<file path="config.mk">
export PLATFORM = sky130hd
export DESIGN_NAME = io_port_watchdog_timer
export DESIGN_NICKNAME = d
export VERILOG_FILES = /design/src/design/wdt_pkg.sv /design/src/design/io_port_watchdog_timer.sv
export SDC_FILE = /design/constraint.sdc
export NUM_CORES = 1
export LEC_CHECK = 0
export BUFFER_PORTS_ARGS = -buffer_cell sky130_fd_sc_hd__buf_4
export CORE_MARGIN = 2
export CORE_UTILIZATION = 55
export CTS_CLUSTER_DIAMETER = 150
export DETAILED_ROUTE_END_ITERATION = 7
export HOLD_SLACK_MARGIN = 0.12
export PLACE_DENSITY_LB_ADDON = 0.15
export RECOVER_POWER = 25
export REMOVE_ABC_BUFFERS = 1
export SLEW_MARGIN = 5
export SYNTH_ARGS = -nofsm -noshare
export SYNTH_HDL_FRONTEND = slang
export SYNTH_SLANG_ARGS = --single-unit
export TNS_END_PERCENT = 50
</file>
<file path="constraint.sdc">
create_clock -name ref_clk -period 4.6 [get_ports ref_clk]
set_clock_uncertainty 0.05 [all_clocks]
set_input_delay 0.69 -clock ref_clk [delete_from_list [all_inputs] [get_ports ref_clk]]
set_output_delay 0.69 -clock ref_clk [all_outputs]
set_load 0.01 [all_outputs]
</file>
<file path="src/design/wdt_pkg.sv">
// Constants for the port-mapped watchdog timer.
package wdt_pkg;
    // Port addresses decoded on the host I/O bus.
    localparam logic [11:0] PERIOD_PORT = 12'h443;
    localparam logic [11:0] STOP_PORT_LO = 12'h043;
    localparam logic [11:0] STOP_PORT_HI = 12'h843;
    // Time base.
    localparam int CLK_HZ = 100000000;
    localparam int TICK_S = 1;
    localparam int TICK_CYCLES = CLK_HZ * TICK_S;
    // Period reset value, board reset pulse width and control read data.
    localparam logic [7:0] PERIOD_RST = 8'h01;
    localparam int RESET_PULSE_CYCLES = 16;
    localparam logic [7:0] READ_DATA = 8'hFF;
endpackage : wdt_pkg

</file>
<file path="src/design/io_port_watchdog_timer.sv">
// Watchdog timer driven by host I/O port reads and writes.
`timescale 1ns/1ps
module io_port_watchdog_timer #(
    parameter int TICK_CYCLES = wdt_pkg::TICK_CYCLES,
    parameter int PULSE_CYCLES = wdt_pkg::RESET_PULSE_CYCLES
) (
    input wire logic ref_clk,
    input wire logic srst,
    input wire logic clk_en,
    input wire logic [11:0] io_addr,
    input wire logic io_wr,
    input wire logic io_rd,
    input wire logic [7:0] io_wdata,
    output logic [7:0] io_rdata,
    output logic board_reset,
    output logic running
);
    typedef enum logic [1:0] {
        ST_IDLE = 2'b00,
        ST_RUN = 2'b01,
        ST_FIRE = 2'b10
    } wdt_state_e;

    wdt_state_e state_ff;
    logic [7:0] period_ff;
    logic [7:0] count_ff;
    logic [31:0] tick_cnt_ff;
    logic [31:0] pulse_cnt_ff;
    logic tick;
    logic kick;
    logic stop;
    logic expire;

    assign kick = io_rd && (io_addr == wdt_pkg::PERIOD_PORT);
    assign stop = io_rd && (io_addr == wdt_pkg::STOP_PORT_LO
        || io_addr == wdt_pkg::STOP_PORT_HI);
    assign tick = (tick_cnt_ff == 32'(TICK_CYCLES - 1));
    assign expire = tick && (count_ff == 8'h01);

    ////////////////////////////////////////////////////////////////////////////
    // period store
    always_ff @(posedge ref_clk)
    begin
        if (srst)
            period_ff <= wdt_pkg::PERIOD_RST;
        else if (clk_en && io_wr && io_addr == wdt_pkg::PERIOD_PORT)
            period_ff <= io_wdata;
    end

    always_ff @(posedge ref_clk)
    begin
        if (srst)
            tick_cnt_ff <= 32'h0;
        else if (clk_en)
        begin
            if (kick || state_ff != ST_RUN || tick)
                tick_cnt_ff <= 32'h0;
            else
                tick_cnt_ff <= tick_cnt_ff + 32'h1;
        end
    end

    always_ff @(posedge ref_clk)
    begin
        if (srst)
        begin
            state_ff <= ST_IDLE;
            count_ff <= 8'h00;
        end
        else if (clk_en)
        begin
            case (state_ff)
                ST_IDLE:
                begin
                    if (kick && !stop)
                    begin
                        state_ff <= ST_RUN;
                        count_ff <= period_ff;
                    end
                end
                ST_RUN:
                begin
                    if (stop)
                        state_ff <= ST_IDLE;
                    else if (kick)
                        count_ff <= period_ff;
                    else if (expire || count_ff == 8'h00)
                    begin
                        state_ff <= ST_FIRE;
                        count_ff <= 8'h00;
                    end
                    else if (tick)
                        count_ff <= count_ff - 8'h01;
                end
                ST_FIRE:
                begin
                    if (pulse_cnt_ff == 32'(PULSE_CYCLES - 1))
                        state_ff <= ST_IDLE;
                end
                default:
                    state_ff <= ST_IDLE;
            endcase
        end
    end

    always_ff @(posedge ref_clk)
    begin
        if (srst)
            pulse_cnt_ff <= 32'h0;
        else if (clk_en)
        begin
            if (state_ff == ST_FIRE)
                pulse_cnt_ff <= pulse_cnt_ff + 32'h1;
            else
                pulse_cnt_ff <= 32'h0;
        end
    end

    always_ff @(posedge ref_clk)
    begin
        if (srst)
        begin
            board_reset <= 1'b0;
            running <= 1'b0;
            io_rdata <= 8'h00;
        end
        else if (clk_en)
        begin
            board_reset <= (state_ff == ST_RUN && !stop && !kick
                && (expire || count_ff == 8'h00))
                || (state_ff == ST_FIRE && pulse_cnt_ff != 32'(PULSE_CYCLES - 1));
            running <= (state_ff == ST_RUN && !stop
                && (kick || !(expire || count_ff == 8'h00)))
                || (state_ff == ST_IDLE && kick && !stop);
            io_rdata <= (kick || stop) ? wdt_pkg::READ_DATA : 8'h00;
        end
    end

    ////////////////////////////////////////////////////////////////////////////
    AST_STOP_HALTS: assert property (@(posedge ref_clk) disable iff (srst)
        clk_en && stop && state_ff != ST_FIRE |=> !running && state_ff == ST_IDLE)
        else $error("Stop read did not halt the timer.");
    AST_KICK_LOADS: assert property (@(posedge ref_clk) disable iff (srst)
        clk_en && kick && !stop && state_ff != ST_FIRE
        |=> count_ff == $past(period_ff) && running)
        else $error("Kick read did not load the period.");
    AST_WRITE_NO_ARM: assert property (@(posedge ref_clk) disable iff (srst)
        clk_en && io_wr && !io_rd && state_ff == ST_IDLE |=> state_ff == ST_IDLE)
        else $error("Period write armed the timer.");
    AST_WRITE_STORES: assert property (@(posedge ref_clk) disable iff (srst)
        clk_en && io_wr && io_addr == wdt_pkg::PERIOD_PORT |=> period_ff == $past(io_wdata))
        else $error("Period write not stored.");
    AST_EXPIRE_FIRES: assert property (@(posedge ref_clk) disable iff (srst)
        clk_en && state_ff == ST_RUN && expire && !kick && !stop |=> board_reset)
        else $error("Expiry did not reset the board.");
    AST_IDLE_QUIET: assert property (@(posedge ref_clk) disable iff (srst)
        state_ff == ST_IDLE && $past(state_ff) == ST_IDLE |-> !board_reset)
        else $error("Reset driven while stopped.");
    AST_TICK_DEC: assert property (@(posedge ref_clk) disable iff (srst)
        clk_en && state_ff == ST_RUN && tick && !kick && !stop && count_ff > 8'h01
        |=> count_ff == $past(count_ff) - 8'h01)
        else $error("Tick did not decrement count.");
    AST_FIRE_ENDS: assert property (@(posedge ref_clk) disable iff (srst)
        state_ff == ST_FIRE && clk_en && pulse_cnt_ff == 32'(PULSE_CYCLES - 1)
        |=> state_ff == ST_IDLE && count_ff == 8'h00)
        else $error("Fire state did not return to stopped.");

    ////////////////////////////////////////////////////////////////////////////
    AST_RESET_IS_FIRE: assert property (@(posedge ref_clk) disable iff (srst)
        board_reset == (state_ff == ST_FIRE))
        else $error("Board reset out of step with the fire state.");
    AST_FIRE_HOLDS: assert property (@(posedge ref_clk) disable iff (srst)
        clk_en && state_ff == ST_FIRE && pulse_cnt_ff != 32'(PULSE_CYCLES - 1)
        |=> state_ff == ST_FIRE && board_reset)
        else $error("Reset pulse cut short.");
    AST_PULSE_BOUND: assert property (@(posedge ref_clk) disable iff (srst)
        state_ff == ST_FIRE
        |-> pulse_cnt_ff < 32'(PULSE_CYCLES))
        else $error("Reset pulse counter ran past its width.");
    AST_RUN_IS_STATE: assert property (@(posedge ref_clk) disable iff (srst)
        running == (state_ff == ST_RUN))
        else $error("Running flag out of step with the run state.");
    AST_TICK_RESTART: assert property (@(posedge ref_clk) disable iff (srst)
        clk_en && kick && !stop && state_ff != ST_FIRE
        |=> tick_cnt_ff == 32'h0)
        else $error("Kick did not restart the second counter.");
    AST_RDATA_ANSWER: assert property (@(posedge ref_clk) disable iff (srst)
        clk_en && (kick || stop)
        |=> io_rdata == wdt_pkg::READ_DATA)
        else $error("Control read gave wrong data.");
    AST_RDATA_QUIET: assert property (@(posedge ref_clk) disable iff (srst)
        clk_en && !kick && !stop
        |=> io_rdata == 8'h00)
        else $error("Read data not cleared.");
    AST_STOP_NO_FIRE: assert property (@(posedge ref_clk) disable iff (srst)
        clk_en && stop && state_ff != ST_FIRE
        |=> !board_reset)
        else $error("Reset driven after a stop read.");
    AST_IDLE_TICK_CLEAR: assert property (@(posedge ref_clk) disable iff (srst)
        clk_en && state_ff != ST_RUN
        |=> tick_cnt_ff == 32'h0)
        else $error("Second counter ran while not armed.");
    AST_FROZEN: assert property (@(posedge ref_clk) disable iff (srst)
        !clk_en
        |=> state_ff == $past(state_ff) && count_ff == $past(count_ff)
            && tick_cnt_ff == $past(tick_cnt_ff) && board_reset == $past(board_reset))
        else $error("State moved while the clock enable was low.");
    AST_PERIOD_HOLDS: assert property (@(posedge ref_clk) disable iff (srst)
        !(clk_en && io_wr && io_addr == wdt_pkg::PERIOD_PORT)
        |=> period_ff == $past(period_ff))
        else $error("Period changed without a write.");
endmodule : io_port_watchdog_timer

</file>
==> out/metrics.csv <==
metric,value,unit
outcome,"complete, no violations",
first-pass GRT wire length,15300,µm
most used flip-flop cell after synthesis,dfxtp_1,
Netlist Area Pre-Place,0.00419,mm²
Seq cells post-synth,85,
die area,0.00834,mm²
Routed wire per std cell,13.8,µm
Post-Route WL,8540,µm
Hold Path End,running,
Synth Area in Simple Gates,29.1,%
sequential power share,54.3,%
post-synth top area share,40.6,%
worst slew pin tran,1.08,ns
"Seq/Total Area, Yosys",40.6,%
clock latency on the worst-skew pair,0.36,ns
Slew Limit Headroom,27.9,%
PD cells,296,mW/mm²
final setup vio count,0,
slowest cell delay on critical path,0.77,ns
clock sink count,85,
"Hold-fix buffers, CTS",0,
Unique masters post-synth,55,
data arrival time of the critical path,3.07,ns
Post-Synth Adder-Cell Area,1.49,%
WS Path Type,in2reg,
Area contributors post-synth,"dfxtp_1, nor2_1, xor2_1",
"commonest non-fill, non-tap cells in the layout","dfxtp_1, nor2_1, nand2_1",
Antenna Cells,0,
syn avg cell area,8.47,µm²
clock root buffer,clkbuf_8,
Row Count,31,
R2R Setup Slk,1.71,ns
met1 Track Usage GR,30.9,%
GR peak layer,met2,
gr ovfl total,0,
asr flop ratio synth,0,%
Max Transition Viols Final,0,
Crit-path slowest cell,a21o_1,
"commonest non-fill, non-tap cell in the layout",dfxtp_1,
# IOs,35,
Combinational Power Share,3.0,%
HPWL after DPL,5950,µm
max frequency,0.343,GHz
DRC,0,
post-synthesis compound-gate area fraction,9.40,%
met3 Use GR,3.98,%
Setup TNS Final,0,ns
Core Region,0.00733,mm²
Synth Area in XOR/XNOR,11.5,%
layout cells sized above 1,10.4,%
die width,91.3,µm
IO buf count,34,
final period utilization,63.5,%
number of CTS-inserted buffers,9,
largest net degree at the start of global routing,33,
crit path max fanout,31,
gpl congestion,0.858,
HP Start,running,
nets,544,
Max-Cap Viols,0,
post_cts resized,0,
Die Height,91.3,µm
Initial Util,57.2,%
mux contribution to synthesized area,2.39,%
via count,3446,
synthesis warning total,0,
Area growth syn-to-layout,9.64,%
mean number of vias per cell,5.59,
r2r endpoint,tick_cnt_ff[11],
"Hold Vio Cnt, Final",0,
HP Class,reg2reg,
placed insts,602,
sw frac,21.1,%
GRT met2 Usage,34.6,%
cell breakdown of the critical path,clkbuf_4 -> nor4b_1 -> nand4_1 -> o21a_1 -> nand2_1 -> a21o_1 -> nor2_1,
Int Pwr,1.07,mW
Max clock buf depth,2,
Routed Antenna Nets,0,
Final Non-Filler Cells,617,
Reg2Reg Depth,7,
Initial DRC Count,173,
Setup crit end kind,flip-flop,
crit path from,io_addr[7],
Leak,1.54,nW
htree depth,3,
Worst Path Required,4.75,ns
Post-synth EDFFs,0,
TritonCTS clock tree,done,
drt first pass iters,4,
Post-CTS Setup Inserts,0,
P_sw,0.287,mW
peak supply drop,0.154,mV
Post-Synthesis Cells,495,
fin crit period,2.92,ns
clock-pin slew on the worst setup and hold paths,0.08,ns
initial antenna violation count,0,
post-synth top area cell,dfxtp_1,
clock power share,42.6,%
vias in the first global route,3322,
Total GRT Usage,22.3,%
worst hold slack,0.434,ns
Worst Setup Start Kind,input pin,
RSZ-0062 raised after global routing,no,
largest family of logic cells by synthesized area,simple AND/OR/NAND/NOR gates,
hold path depth,2,
worst r2r src,tick_cnt_ff[0],
[critical path: cells and delay by family]
| kind | cells | cell delay (ns) |
|---|---|---|
| AO/OA/AOI/OAI | 2 | 1.14 |
| buffers and inverters | 1 | 0.11 |
| AND/OR/NAND/NOR | 4 | 1.11 |
[how the worst max path moves through the flow]
stage | end | slack [ns] | cells after the start
2_1_floorplan | tick_cnt_ff[0] | 2.06 | 6
3_3_place_gp | tick_cnt_ff[20] | 1.37 | 7
3_5_place_dp | tick_cnt_ff[30] | 1.27 | 7
4_1_cts | tick_cnt_ff[11] | 1.66 | 7
5_1_grt | tick_cnt_ff[30] | 1.34 | 7
6_report | tick_cnt_ff[11] | 1.68 | 7
[cells by family (layout without fill, tap and decap cells)]
group,Yosys count,in the layout
compound gates,54,54
fa+ha+maj,5,5
flops,85,85
mux,10,10
simple gates,238,238
xor+xnor,55,55
buf+inv,48,71
[synth_stat cells (8+ instances only)]
| cell type | instances |
|---|---|
| dfxtp_1 | 85 |
| nor2_1 | 82 |
| nand2_1 | 38 |
| xor2_1 | 34 |
| nand4_1 | 27 |
| inv_1 | 22 |
| xnor2_1 | 21 |
| nand3_1 | 19 |
| o21ai_0 | 14 |
| a21oi_1 | 11 |
| and3_1 | 10 |
| mux2i_1 | 10 |
| nor4_1 | 10 |
| or3_1 | 10 |
| nor3_1 | 9 |
| and4_1 | 8 |
[final cells by class]
cell class	instances	area (µm²)
multi-input combinational	362	2260
inverter	22	82.6
clock inverter	4	72.6
tap	99	124
timing repair buffer	34	214
fill	640	2740
sequential	85	1700
clock buffer	11	141
[layer usage]
layer | part of all wire, % | up-vias
met5 | 0 | -
met4 | 1.1 | 0
met3 | 3.5 | 7
met2 | 45 | 60
met1 | 50 | 1624
li1 | - | 1755
[registers in the layout, summed over array words and instances, names as in the netlist]
signal,count
pulse_cnt_ff,32
tick_cnt_ff,32
count_ff,8
period_ff,8
state_ff,2
board_reset,1
io_rdata,1
running,1
[per-stage QoR]
stage	area (µm²)	utilization (%)	worst slack, ns	total power [mW]
detailed placement	4420	60.3	1.27	0.798
floorplan	4040	-	2.06	0.770
global placement	4420	60.3	1.37	0.797
global route	4600	62.7	1.34	1.41
finish	4600	62.7	1.68	1.36
CTS	4640	63.3	1.66	1.37
[power by group through the flow]
stage	combinational (mW)	clock [mW]	sequential, mW
CTS	0.0422	0.591	0.738
finish	0.0412	0.579	0.738
global placement	0.0415	0	0.755
detailed placement	0.0421	0	0.756
floorplan	0.0143	0	0.755
global route	0.0457	0.622	0.739
(Power assumes the default switching activity.)
